## src/inc/sar_adc_pkg.sv

```systemverilog
package sar_adc_pkg;

    // ----------------------------------------------------------------
    // widths and codes
    // ----------------------------------------------------------------
    localparam int RESULT_W  = 10;
    localparam int UPPER_W   = 8;
    localparam int LOWER_W   = 2;
    localparam int UPPER_LSB = 2;
    localparam int BIT_IDX_W = 4;
    localparam logic [RESULT_W-1:0] RESULT_CLEAR = 10'h000;
    localparam logic [RESULT_W-1:0] MID_CODE     = 10'h200;
    localparam logic [BIT_IDX_W-1:0] MSB_IDX     = 4'h9;
    localparam logic [BIT_IDX_W-1:0] LSB_IDX     = 4'h0;

    // ----------------------------------------------------------------
    // timing
    // ----------------------------------------------------------------
    localparam int CLK_PERIOD_NS   = 100;
    localparam int DONE_RISE_MAX_NS = 1500;
    // longest time: round down
    localparam int DONE_RISE_CYC =
        (DONE_RISE_MAX_NS / CLK_PERIOD_NS < 1) ? 1 :
        DONE_RISE_MAX_NS / CLK_PERIOD_NS;
    localparam int CONV_MIN_NS  = 500;
    localparam int CONV_MIN_CYC =
        (CONV_MIN_NS + CLK_PERIOD_NS - 1) / CLK_PERIOD_NS;
    localparam int HOLD_WAIT_NS  = 10000;
    localparam int HOLD_WAIT_CYC =
        (HOLD_WAIT_NS + CLK_PERIOD_NS - 1) / CLK_PERIOD_NS;
    // cycles spent settling before each bit decision; two, so the
    // decision reads the comparator after its two-flop synchroniser
    localparam logic [3:0] SETTLE_CYC = 4'h2;

    // ----------------------------------------------------------------
    // states and carriers
    // ----------------------------------------------------------------
    typedef enum logic [2:0] {
        ST_IDLE   = 3'b001,
        ST_ARMED  = 3'b010,
        ST_CONV   = 3'b100
    } conv_state_t;

    typedef struct packed {
        logic                upper_en_n;
        logic                lower_en_n;
    } byte_en_t;

    typedef struct packed {
        logic [UPPER_W-1:0]  upper;
        logic [UPPER_W-1:0]  upper_oe_n;
        logic [LOWER_W-1:0]  lower;
        logic [LOWER_W-1:0]  lower_oe_n;
    } data_pins_t;

endpackage

```

## src/hw/sync_2ff.sv

```systemverilog
`timescale 1ns/1ps
module sync_2ff
    import sar_adc_pkg::*;
(
    // clock and reset
    input  wire logic   sys_clk_in,
    input  wire logic   rstn_in,
    // level
    input  wire logic   async_in,
    output logic        sync_out
);
    import sar_adc_pkg::*;

    typedef struct packed {
        logic meta;
        logic sync;
    } sync_state_t;

    sync_state_t state_q;
    sync_state_t state_d;

    always_comb
    begin
        state_d.meta = async_in;
        state_d.sync = state_q.meta;
    end

    always_ff @(posedge sys_clk_in or negedge rstn_in)
    begin
        if (!rstn_in)
            state_q <= '0;
        else
            state_q <= state_d;
    end

    assign sync_out = state_q.sync;
endmodule

```

## src/hw/sar_adc_conversion_control.sv

```systemverilog
`timescale 1ns/1ps
module sar_adc_conversion_control
    import sar_adc_pkg::*;
(
    // clock and reset
    input  wire logic                sys_clk_in,
    input  wire logic                rstn_in,
    // host control pins
    input  wire logic                convert_in,
    input  wire byte_en_t            byte_en_n_in,
    input  wire logic                offset_open_in,
    // comparator: high when trial code is not above the input
    input  wire logic                compare_keep_in,
    // dac trial code and mode to analogue side
    output logic [RESULT_W-1:0]      dac_code_out,
    output logic                     bipolar_out,
    // status and data pins
    output logic                     conversion_done_n_out,
    output data_pins_t               data_pins_out,
    output logic [RESULT_W-1:0]      result_out
);
    import sar_adc_pkg::*;

    // ----------------------------------------------------------------
    // host pin synchronisers
    // ----------------------------------------------------------------
    logic convert_s;
    logic upper_en_s;
    logic lower_en_s;
    logic offset_open_s;
    logic compare_keep_s;

    sync_2ff u_sync_conv (
        .sys_clk_in (sys_clk_in),
        .rstn_in    (rstn_in),
        .async_in   (convert_in),
        .sync_out   (convert_s)
    );
    // enables pass inverted, so flops reset to zero read as
    // not driving and no pin turns on just after reset
    sync_2ff u_sync_upper (
        .sys_clk_in (sys_clk_in),
        .rstn_in    (rstn_in),
        .async_in   (~byte_en_n_in.upper_en_n),
        .sync_out   (upper_en_s)
    );
    sync_2ff u_sync_lower (
        .sys_clk_in (sys_clk_in),
        .rstn_in    (rstn_in),
        .async_in   (~byte_en_n_in.lower_en_n),
        .sync_out   (lower_en_s)
    );
    sync_2ff u_sync_offs (
        .sys_clk_in (sys_clk_in),
        .rstn_in    (rstn_in),
        .async_in   (offset_open_in),
        .sync_out   (offset_open_s)
    );

    // ----------------------------------------------------------------
    // comparator synchroniser
    // ----------------------------------------------------------------
    // two cycles of lag here; each trial settles long enough to
    // cover it, else a decision would read the previous trial
    sync_2ff u_sync_cmp (
        .sys_clk_in (sys_clk_in),
        .rstn_in    (rstn_in),
        .async_in   (compare_keep_in),
        .sync_out   (compare_keep_s)
    );

    // ----------------------------------------------------------------
    // state
    // ----------------------------------------------------------------
    typedef struct packed {
        conv_state_t             state;
        logic                    convert_prev;
        logic [RESULT_W-1:0]     approx;
        logic [BIT_IDX_W-1:0]    bit_idx;
        logic [3:0]              settle;
        logic                    done_n;
        logic                    bipolar;
        data_pins_t              pins;
    } ctrl_state_t;

    ctrl_state_t st_q;
    ctrl_state_t st_d;

    // ----------------------------------------------------------------
    // convert edges
    // ----------------------------------------------------------------
    logic conv_rise;
    logic conv_fall;
    logic [RESULT_W-1:0] bit_mask;

    assign conv_rise = convert_s & ~st_q.convert_prev;
    assign conv_fall = ~convert_s & st_q.convert_prev;
    assign bit_mask  = RESULT_W'(1) << st_q.bit_idx;

    // ----------------------------------------------------------------
    // bit stepping
    // ----------------------------------------------------------------
    logic                  settle_done;
    logic                  last_bit;
    logic [BIT_IDX_W-1:0]  next_idx;
    logic [RESULT_W-1:0]   next_mask;
    logic [RESULT_W-1:0]   decided;

    assign settle_done = (st_q.settle == 4'h0);
    assign last_bit    = (st_q.bit_idx == LSB_IDX);
    // wraps past the lsb, but is only used while bits remain
    assign next_idx    = st_q.bit_idx - 4'h1;
    assign next_mask   = RESULT_W'(1) << next_idx;
    // a low comparator means the trial sum overshoots: drop the bit
    assign decided     = compare_keep_s ? st_q.approx
                                        : (st_q.approx & ~bit_mask);

    always_comb
    begin
        st_d = st_q;
        st_d.convert_prev = convert_s;
        // open pin selects bipolar; only sampled between conversions
        if (st_q.state != ST_CONV)
            st_d.bipolar = offset_open_s;
        unique case (st_q.state)
            ST_IDLE:
            begin
                // a fall with no rise before it is ignored here
                if (conv_rise)
                begin
                    st_d.state  = ST_ARMED;
                    st_d.approx = RESULT_CLEAR;
                    st_d.done_n = 1'b1;
                end
            end
            ST_ARMED:
            begin
                // wait for the trailing edge before any decision
                if (conv_fall)
                begin
                    st_d.state   = ST_CONV;
                    st_d.bit_idx = MSB_IDX;
                    st_d.settle  = SETTLE_CYC;
                    st_d.approx  = MID_CODE;                // trial msb
                end
            end
            ST_CONV:
            begin
                if (conv_rise)
                begin
                    // a new pulse aborts the running conversion
                    st_d.state  = ST_ARMED;
                    st_d.approx = RESULT_CLEAR;
                end
                else if (!settle_done)
                    st_d.settle = st_q.settle - 4'h1;
                else if (last_bit)
                begin
                    st_d.approx = decided;
                    st_d.state  = ST_IDLE;
                    st_d.done_n = 1'b0;
                end
                else
                begin
                    // keep or drop this bit, then try the next one
                    st_d.approx  = decided | next_mask;
                    st_d.bit_idx = next_idx;
                    st_d.settle  = SETTLE_CYC;
                end
            end
            default:
                st_d.state = ST_IDLE;
        endcase
        // the code is the same for both modes; bipolar only shifts
        // the analogue input by half scale, so zero reads mid code
        st_d.pins.upper = st_q.approx[RESULT_W-1:UPPER_LSB];
        st_d.pins.lower = st_q.approx[LOWER_W-1:0];
        // enables act at any time, so a read mid-conversion shows
        // the partial code and may clash on a shared bus
        st_d.pins.upper_oe_n = {UPPER_W{~upper_en_s}};
        st_d.pins.lower_oe_n = {LOWER_W{~lower_en_s}};
    end

    always_ff @(posedge sys_clk_in or negedge rstn_in)
    begin
        if (!rstn_in)
        begin
            st_q <= '0;
            st_q.state  <= ST_IDLE;
            st_q.done_n <= 1'b1;
            st_q.pins.upper_oe_n <= '1;
            st_q.pins.lower_oe_n <= '1;
        end
        else
            st_q <= st_d;
    end

    // ----------------------------------------------------------------
    // outputs
    // ----------------------------------------------------------------
    // dac and result share one register: the analogue side sees
    // each trial code on the edge that sets it
    assign dac_code_out          = st_q.approx;
    assign bipolar_out           = st_q.bipolar;
    assign conversion_done_n_out = st_q.done_n;
    assign data_pins_out         = st_q.pins;
    assign result_out            = st_q.approx;
endmodule

```

## config.mk

```make
export PLATFORM = sky130hd
export DESIGN_NAME = sar_adc_conversion_control
export DESIGN_NICKNAME = d
export VERILOG_FILES = /design/src/inc/sar_adc_pkg.sv /design/src/hw/sync_2ff.sv /design/src/hw/sar_adc_conversion_control.sv
export SDC_FILE = /design/constraint.sdc
export NUM_CORES = 1
export LEC_CHECK = 0
export ABC_AREA = 0
export BUFFER_PORTS_ARGS = -buffer_cell sky130_fd_sc_hd__clkbuf_2
export CORE_MARGIN = 2
export CORE_UTILIZATION = 29
export DETAILED_ROUTE_END_ITERATION = 12
export PLACE_DENSITY = 0.49
export SYNTH_ARGS = -nofsm -noshare
export SYNTH_HDL_FRONTEND = slang
export SYNTH_SLANG_ARGS = --single-unit
```

## constraint.sdc

```tcl
create_clock -name sys_clk_in -period 2.6 [get_ports sys_clk_in]
set_input_delay 0.52 -clock sys_clk_in [delete_from_list [all_inputs] [get_ports sys_clk_in]]
set_output_delay 0.52 -clock sys_clk_in [all_outputs]
set_load 0.005 [all_outputs]
```

==> impl_metrics.env, run 1 <==
export IMPL_outcome="complete, no violations"
export IMPL_most_common_layout_cells="clkbuf_2, dfrtp_1, inv_1, nand2_1, o22ai_1"
export IMPL_root_buffer="clkbuf_8"
export IMPL_fin_util=0.3139
export IMPL_worstSetupPathType="reg -> reg"
export IMPL_first_iter_violations=92
export IMPL_syn_nets=252
export IMPL_max_freq_ghz=0.4531
export IMPL_initial_core_util=0.2958
export IMPL_cts_setup_buffers=0
export IMPL_cts_resized=0
export IMPL_start_kind="register"
export IMPL_clk_path_buf_depth=2
export IMPL_die_h_um=94.85
export IMPL_rr_worst_depth=6
export IMPL_period_share=0.8489
export IMPL_overflow=0
export IMPL_leakage_nw=1.197
export IMPL_period_minus_slack_ns=2.207
export IMPL_ir_worst_vdd_v=0.0001985
export IMPL_finalSetupTns_ns=0
export IMPL_num_antenna_cells=0
export IMPL_synth_warnings=0
export IMPL_relSlewSlack=0.4693
export IMPL_clk_pin_slew_ns=0.09
export IMPL_tightestPinTransition_ns=0.7960
export IMPL_hold_viol_final=0
export IMPL_required_ns=2.84
export IMPL_end_kind="register"
export IMPL_synth_edff_count=0
export IMPL_synth_cells=238
export IMPL_finalSetupViolCount=0
export IMPL_die_w_um=94.85
export IMPL_cp_arrival_ns=2.44
export IMPL_core_region_area_mm2=0.008093
export IMPL_power_total_mw=1.626
export IMPL_firstDrtPassIters=4
export IMPL_cts_max_level=2
export IMPL_avgSynthCellArea_um2=10.06
export IMPL_gp_congestion=0.8539
export IMPL_clock_latency_ns=0.30
export IMPL_pre_cts_slack_ns=0.3838
export IMPL_dp_hpwl_um=3229
export IMPL_synthFlopType="dfrtp_1"
export IMPL_io_pins=49
export IMPL_tritoncts="built"
export IMPL_ys_ff_latch=46
export IMPL_synthArstFlopShare=1.000
export IMPL_drc=0
export IMPL_synth_top_area_share=0.4391
export IMPL_nNetsFinal=265
export IMPL_wl_um=4418
export IMPL_final_common_cell="clkbuf_2"
export IMPL_antenna_found_initial=0
export IMPL_place_inst=349
export IMPL_port_buffers=48
export IMPL_dieArea_mm2=0.008997
export IMPL_vias=1648
export IMPL_grt_max_degree=21
export IMPL_yosysTopAreaCell="dfrtp_1"
export IMPL_clock_skew_ns=0.01556
export IMPL_synth_cell_type_count=44
export IMPL_grt_first_pass_wirelength_um=7265
export IMPL_hp_class="in -> async"
export IMPL_fp_row_count=33
export IMPL_yosysSeqAreaShare=0.4830
export IMPL_cts_buffers=5
export IMPL_grt_total_usage=0.1035
export IMPL_crit_fanout=9
export IMPL_slew_violations=0
export IMPL_area_growth_pct=6.116
export IMPL_cts_num_sinks=46
export IMPL_syn_area_mm2=0.002394
export IMPL_via_per_inst=4.616
export IMPL_rsz0062_at_grt="false"
export IMPL_powerDensity_mw_per_mm2=640.3
export IMPL_grt_pass1_vias=1462
export IMPL_setup_slack_ns=0.3929
export IMPL_post_drt_wl_per_cell_um=12.38
export IMPL_drive_above_1_share=0.2817
export IMPL_maxCapViolations=0
export IMPL_instances_no_fill=357
export IMPL_holdBufCountCts=0
export IMPL_antenna_left=0
export IMPL_synthTopCellsByArea="dfrtp_1, buf_4, dfstp_2, inv_1, ha_1"
[metrics by stage]
step / hold slack (ns) / area [um2]
after floorplan: 0.2244 / 2394
after global placement: 0.3317 / 2452
after detailed placement: 0.3347 / 2452
after CTS: 0.2066 / 2540
after global routing: 0.2227 / 2540
final: 0.1817 / 2540
[path summary, 6_finish.rpt]
kind,from,end,slack [ns]
worst min register to register,u_sync_lower.sync_out,data_pins_out[0],0.35
worst min-delay path,rstn_in,u_sync_upper.state_d[0],0.18
max in group asynchronous,rstn_in,data_pins_out[4],1.74
worst max register to register,st_q[26],dac_code_out[8],0.39
worst max-delay path,st_q[26],dac_code_out[8],0.39
min in group sys_clk_in,convert_in,u_sync_conv.state_d[0],0.31
[critical path, stage by stage, from the launching register on]
cell	delay (ns)
dfrtp_1	0.44
inv_1	0.13
ha_1	0.36
or4_1	0.58
a2111oi_0	0.42
a211oi_1	0.09
o21ai_1	0.13
[synth_stat cells, drive strengths merged, types with 2 or more instances]
cell	instances
a2111oi	2
a211oi	2
a21oi	7
a22oi	9
a31oi	3
buf	45
dfrtp	42
dfstp	4
ha	7
inv	24
mux2	2
nand2	21
nand3	8
nand4	3
nor2	8
nor2b	2
nor3	8
nor3b	5
o21a	2
o21ai	5
o22ai	12
o31ai	2
or3b	2
[sequential cells by signal, summed over array words and instances (netlist names)]
signal	flops
u_sync_conv.sync_out	1
dac_code_out	10
u_sync_lower.sync_out	1
u_sync_upper.sync_out	1
data_pins_out	12
u_sync_upper.state_d	1
u_sync_offs.state_d	1
u_sync_conv.state_d	1
u_sync_cmp.state_d	1
u_sync_lower.state_d	1
bipolar_out	1
u_sync_cmp.sync_out	1
st_q	12
conversion_done_n_out	1
u_sync_offs.sync_out	1
[routing by layer]
layer	track usage	vias up	wire length, um	share of wire
met5	0	-	0	0
met3	0.02713	5	262	0.059
met4	0.02899	0	34	0.0077
met1	0.1409	773	2124	0.48
met2	0.1625	58	1997	0.45
li1	-	812	-	-
[cells by family after synthesis]
group,Yosys count,share of synthesized area
buffers and inverters,70,0.1809
multiplexers,2,0.01098
AO/OA/AOI/OAI,50,0.1479
adder cells (fa/ha/maj),7,0.03659
AND/OR/NAND/NOR,63,0.1406
flip-flops,46,0.4830
[report_power, final]
part	leakage [nW]	internal, mW	switching [mW]
Sequential	0.595	0.756	0.0624
Combinational	0.554	0.140	0.228
Clock	0.0483	0.190	0.249
[cell type report]
type	count	area, um2
clock inverter	3	18.77
inverter	24	90.09
multi-input combinational	122	804.5
timing repair buffer	52	270.3
sequential	46	1156
fill	891	5553
tap	105	131.4
clock buffer	5	68.82
Power figures use the tool's default switching activity.
==> run 2, diff against run 1 <==
Settings changed: ABC_AREA 0 to 1.
Clock period 2.6 ns to 2.12 ns, I/O delays scaled along.
==> run 2 against run 1 <==
Sequential share of layout area shrank 1.1 points. Clock skew fell by 0.012 ns. Fmax is 33% higher. Clock power up 52%. Area after synthesis is 0.31% higher. Sequential cell count unchanged. Worst hold slack got worse by 0.092 ns. Register-to-register slack improved by 0.07 ns. Utilization rose by 0.58 points. Die area rose by 0.30%. Setup slack improved by 0.068 ns. Largest cell class unchanged.
==> impl_metrics.env, run 2 <==
export IMPL_outcome="complete, no violations"
export IMPL_clk_path_buf_depth=2
export IMPL_dp_hpwl_um=3113
export IMPL_gp_congestion=0.8905
export IMPL_clk_pin_slew_ns=0.09
export IMPL_synthAdderAreaFrac=0.03648
export IMPL_avgSynthCellArea_um2=8.668
export IMPL_fp_row_count=33
export IMPL_ys_ff_latch=46
export IMPL_cts_resized=0
export IMPL_clock_skew_ns=0.003560
export IMPL_die_h_um=94.99
export IMPL_antenna_found_initial=0
export IMPL_final_common_cell="nand2_1"
export IMPL_most_common_layout_cells="nand2_1, clkbuf_2, dfrtp_1, nand3_1, inv_1"
export IMPL_grt_max_degree=27
export IMPL_yosys_area_share_simple=0.2548
export IMPL_cts_max_level=2
export IMPL_drive_above_1_share=0.2730
export IMPL_ir_worst_vdd_v=0.0002956
export IMPL_finalSetupViolCount=0
export IMPL_hold_viol_final=0
export IMPL_relSlewSlack=0.6328
export IMPL_cts_buffers=5
export IMPL_powerDensity_mw_per_mm2=1197
export IMPL_drc=0
export IMPL_synth_warnings=0
export IMPL_io_pins=49
export IMPL_first_iter_violations=79
export IMPL_syn_nets=291
export IMPL_cp_arrival_ns=1.85
export IMPL_synth_cells=277
export IMPL_synth_compound_area_frac=0.05003
export IMPL_synthTopCellsByArea="dfrtp_1, buf_4, nand2_1, nand3_1, dfstp_2"
export IMPL_whs_ns=0.08988
export IMPL_crit_fanout=10
export IMPL_synth_most_common_cell="nand2_1"
export IMPL_die_w_um=94.99
export IMPL_post_drt_wl_per_cell_um=10.60
export IMPL_post_dp_cell_area_mm2=0.002487
export IMPL_wl_um=4217
export IMPL_core_region_area_mm2=0.008134
export IMPL_period_minus_slack_ns=1.659
export IMPL_required_ns=2.32
export IMPL_synth_top_family_by_area="simple AND/OR/NAND/NOR gates"
export IMPL_grt_total_usage=0.1041
export IMPL_end_kind="register"
export IMPL_syn_area_mm2=0.002401
export IMPL_cts_num_sinks=46
export IMPL_via_per_inst=4.168
export IMPL_hp_class="in -> async"
export IMPL_antenna_left=0
export IMPL_fin_util=0.3196
export IMPL_synth_mux_area_fraction=0
export IMPL_worstSetupPathType="reg -> reg"
export IMPL_maxCapViolations=0
export IMPL_synthFlopType="dfrtp_1"
export IMPL_overflow=0
export IMPL_final_area_mm2=0.002600
export IMPL_synth_edff_count=0
export IMPL_root_buffer="clkbuf_8"
export IMPL_grt_first_pass_wirelength_um=7293
export IMPL_initial_core_util=0.2952
export IMPL_period_share=0.7824
export IMPL_dieArea_mm2=0.009023
export IMPL_clock_latency_ns=0.30
export IMPL_tritoncts="built"
export IMPL_firstDrtPassIters=4
export IMPL_synth_cell_type_count=24
export IMPL_area_growth_pct=8.285
export IMPL_vias=1659
export IMPL_leakage_nw=1.401
export IMPL_port_buffers=48
export IMPL_synth_xor_area_frac=0.007295
export IMPL_yosysTopAreaCell="dfrtp_1"
export IMPL_yosysSeqAreaShare=0.4815
export IMPL_grt_pass1_vias=1575
export IMPL_holdBufCountCts=0
export IMPL_rsz0062_at_grt="false"
export IMPL_start_kind="register"
export IMPL_tightestPinTransition_ns=0.5508
export IMPL_finalSetupTns_ns=0
export IMPL_slew_violations=0
export IMPL_synth_commonest_cells="nand2_1, dfrtp_1, buf_4"
export IMPL_nNetsFinal=306
export IMPL_num_antenna_cells=0
export IMPL_max_freq_ghz=0.6029
export IMPL_cts_setup_buffers=0
export IMPL_synthArstFlopShare=1.000
export IMPL_synth_top_area_share=0.4377
-- run 2: cell types whose count changed after synthesis, sizes merged, moves of 8 or more --
cell,change
a22oi,-9
nand2,+58
nand3,+23
nor2,+8
o21ai,+17
o22ai,-12
-- run 2: worst paths after layout --
kind                                          from                     end  slack, ns  depth (start not counted)
setup / recovery                          st_q[26]                st_q[23]       0.46                          9
hold / removal                             rstn_in       data_pins_out[15]       0.09                          1
setup reg to reg                          st_q[26]                st_q[23]       0.46                          9
hold reg to reg            u_sync_lower.state_d[0]   u_sync_lower.sync_out       0.35                          0
max in group asynchronous                  rstn_in        data_pins_out[0]       1.43                          2
min in group sys_clk_in             offset_open_in  u_sync_offs.state_d[0]       0.22                          1
-- run 2: cells by family after synthesis --
family / Yosys count
AOI/OAI and AO/OA: 23
xor gates and xnor gates: 2
adders and majority gates: 7
buffers and inverters: 67
DFF: 46
and+or+nand+nor: 132
-- run 2: layer usage --
metal / GRT usage / vias up / part of all wire
li1: - / 866 / -
met1: 0.1375 / 749 / 0.49
met2: 0.1590 / 40 / 0.44
met3: 0.02793 / 4 / 0.049
met4: 0.04710 / 0 / 0.015
met5: 0 / - / 0
-- run 2: through the flow --
stage | power, mW | setup slack, ns | cells
6_report | 3.112 | 0.4613 | 398
5_1_grt | 3.409 | 0.2368 | 398
4_1_cts | 3.161 | 0.4591 | 398
3_5_place_dp | 2.476 | 0.4767 | 390
3_3_place_gp | 2.468 | 0.5510 | 390
2_1_floorplan | 2.190 | 0.6852 | 277
-- run 2: layout make-up --
type,instances,area [um2]
well taps,105,131.4
clock buffers,5,68.82
multi-input cells,164,837.1
flip-flops and latches,46,1156
repair buffers,50,267.8
inverters,25,95.09
fillers,875,5534
clock inverters,3,43.79
-- run 2: report_power, final --
part / internal (mW) / switching (mW)
Clock: 0.354 / 0.313
Combinational: 0.404 / 0.872
Sequential: 1.03 / 0.141
-- run 2: critical path: stages (launching register included) --
cell and delay [ns]:
dfrtp_1 0.42, inv_1 0.17, ha_1 0.29, nand2_2 0.17
inv_1 0.12, nand3_1 0.09, nand2_2 0.13, inv_2 0.06
nand2_1 0.05, o21ai_1 0.05
==> run 3, diff against run 2 <==
Settings changed: PLACE_DENSITY 0.49 to 0.5.
Clock period 2.12 ns to 1.49 ns, I/O delays scaled along.
==> run 3 against run 2 <==
Register-to-register slack got worse by 0.43 ns. Fmax rose by 14%. Total power rose by 66%. Critical path type unchanged. Routed wire length rose by 17%. Sequential power rose by 43%. Clock skew rose by 0.0045 ns. Global-route usage rose by 0.35 points. First-iteration DRC count fell by 15%. Utilization rose by 3.7 points. Highest routed layer unchanged. Largest cell class unchanged. Combinational power rose by 110%.
==> impl_metrics.env, run 3 (synthesis results as in run 2) <==
export IMPL_die_h_um=94.99
export IMPL_post_drt_wl_per_cell_um=11.68
export IMPL_wl_um=4917
export IMPL_clk_path_buf_depth=2
export IMPL_holdPathStages=1
export IMPL_final_common_cell="nand2_1"
export IMPL_clk_pin_slew_ns=0.09
export IMPL_rr_worst_depth=7
export IMPL_tightestPinTransition_ns=0.2598
export IMPL_cts_max_level=2
export IMPL_hold_viol_final=0
export IMPL_crit_fanout=5
export IMPL_finalSetupViolCount=0
export IMPL_maxCapViolations=0
export IMPL_period_share=0.9803
export IMPL_die_w_um=94.99
export IMPL_end_kind="register"
export IMPL_area_growth_pct=20.90
export IMPL_r2r_start="st_q[41]"
export IMPL_antenna_found_initial=0
export IMPL_period_minus_slack_ns=1.461
export IMPL_nNetsFinal=329
export IMPL_tritoncts="built"
export IMPL_whs_ns=0.09600
export IMPL_reg2reg_slack_ns=0.03
export IMPL_start_kind="register"
export IMPL_overflow=0
export IMPL_grt_max_degree=47
export IMPL_clock_latency_ns=0.31
export IMPL_fp_row_count=33
export IMPL_fin_util=0.3569
export IMPL_dieArea_mm2=0.009023
export IMPL_io_pins=49
export IMPL_root_buffer="clkbuf_8"
export IMPL_powerDensity_mw_per_mm2=1785
export IMPL_num_antenna_cells=0
export IMPL_required_ns=1.74
export IMPL_grt_pass1_vias=1619
export IMPL_place_inst=402
export IMPL_initial_core_util=0.2952
export IMPL_drc=0
export IMPL_gp_congestion=0.8932
export IMPL_most_common_layout_cells="nand2_1, clkbuf_2, dfrtp_1, nand3_1, buf_4"
export IMPL_via_per_inst=4.325
export IMPL_vias=1821
export IMPL_pre_cts_slack_ns=0.01356
export IMPL_instances_no_fill=421
export IMPL_cts_num_sinks=46
export IMPL_clock_skew_ns=0.008016
export IMPL_min_from="offset_open_in"
export IMPL_core_region_area_mm2=0.008134
export IMPL_worstSetupPathType="reg -> reg"
export IMPL_power_total_mw=5.181
export IMPL_cts_buffers=5
export IMPL_grt_first_pass_wirelength_um=7500
export IMPL_max_freq_ghz=0.6846
export IMPL_rsz0062_at_grt="true"
export IMPL_ir_worst_vdd_v=0.0008368
export IMPL_relSlewSlack=0.8268
export IMPL_drive_above_1_share=0.4177
export IMPL_leakage_nw=1.512
export IMPL_first_iter_violations=67
export IMPL_outcome="complete, no violations"
export IMPL_whs_endpoint="u_sync_offs.state_d[0]"
export IMPL_slew_violations=0
export IMPL_antenna_left=0
export IMPL_worst_r2r_endpoint="dac_code_out[4]"
export IMPL_port_buffers=48
export IMPL_startpoint="st_q[41]"
export IMPL_dp_hpwl_um=3185
export IMPL_cp_arrival_ns=1.71
export IMPL_firstDrtPassIters=4
export IMPL_grt_total_usage=0.1075
export IMPL_setup_slack_ns=0.02931
export IMPL_hp_class="in -> reg"
-- run 3: layout make-up --
class,instances,area [um2]
fillers,855,5231
inverters,25,96.34
clock buffers,6,72.57
multi-input cells,166,997.2
repair buffers,71,431.7
flip-flops and latches,46,1160
clock inverters,2,13.76
well taps,105,131.4
-- run 3: power by group --
| group | leakage (nW) | switching [mW] | internal, mW |
|---|---|---|---|
| sequential | 0.585 | 0.200 | 1.47 |
| combinational | 0.881 | 1.71 | 1.03 |
| clock | 0.0452 | 0.442 | 0.332 |
-- run 3: worst max-delay path, stage by stage (launching register included) --
cell and delay, ns:
dfstp_2 0.61, buf_6 0.11, nand4_1 0.22, nand2_2 0.17, inv_4 0.06, nand3_2 0.12
nand2_1 0.06, nand2_1 0.06
-- run 3: timing repair --
item                       CTS  global route
gates cloned                 0             2
setup endpoints to repair    2            20
gates resized for setup      2            45
hold endpoints to repair    42             0
setup buffers                0             9
hold buffers                 1             0
pin swaps                    0            14
-- run 3: worst max-delay path by stage --
stage / to / slack (ns)
2_1_floorplan: st_q[23] / 0.06
3_3_place_gp: st_q[28] / 0.01
3_5_place_dp: dac_code_out[9] / 0.01
4_1_cts: dac_code_out[9] / 0.007
5_1_grt: dac_code_out[9] / -0.03
6_report: dac_code_out[4] / 0.03
-- run 3: stage by stage --
| stage | area (um2) | setup TNS (ns) |
|---|---|---|
| detailed placement | 2577 | 0 |
| global placement | 2577 | 0 |
| global route | 2903 | -0.2256 |
| floorplan | 2401 | 0 |
| finish | 2903 | 0 |
| CTS | 2684 | 0 |
-- run 3: per-layer routing --
metal  wire length [um]  global-route usage
met3                218             0.03831
met4                 59             0.03261
met1               2330              0.1423
met5                  0                   0
met2               2309              0.1649
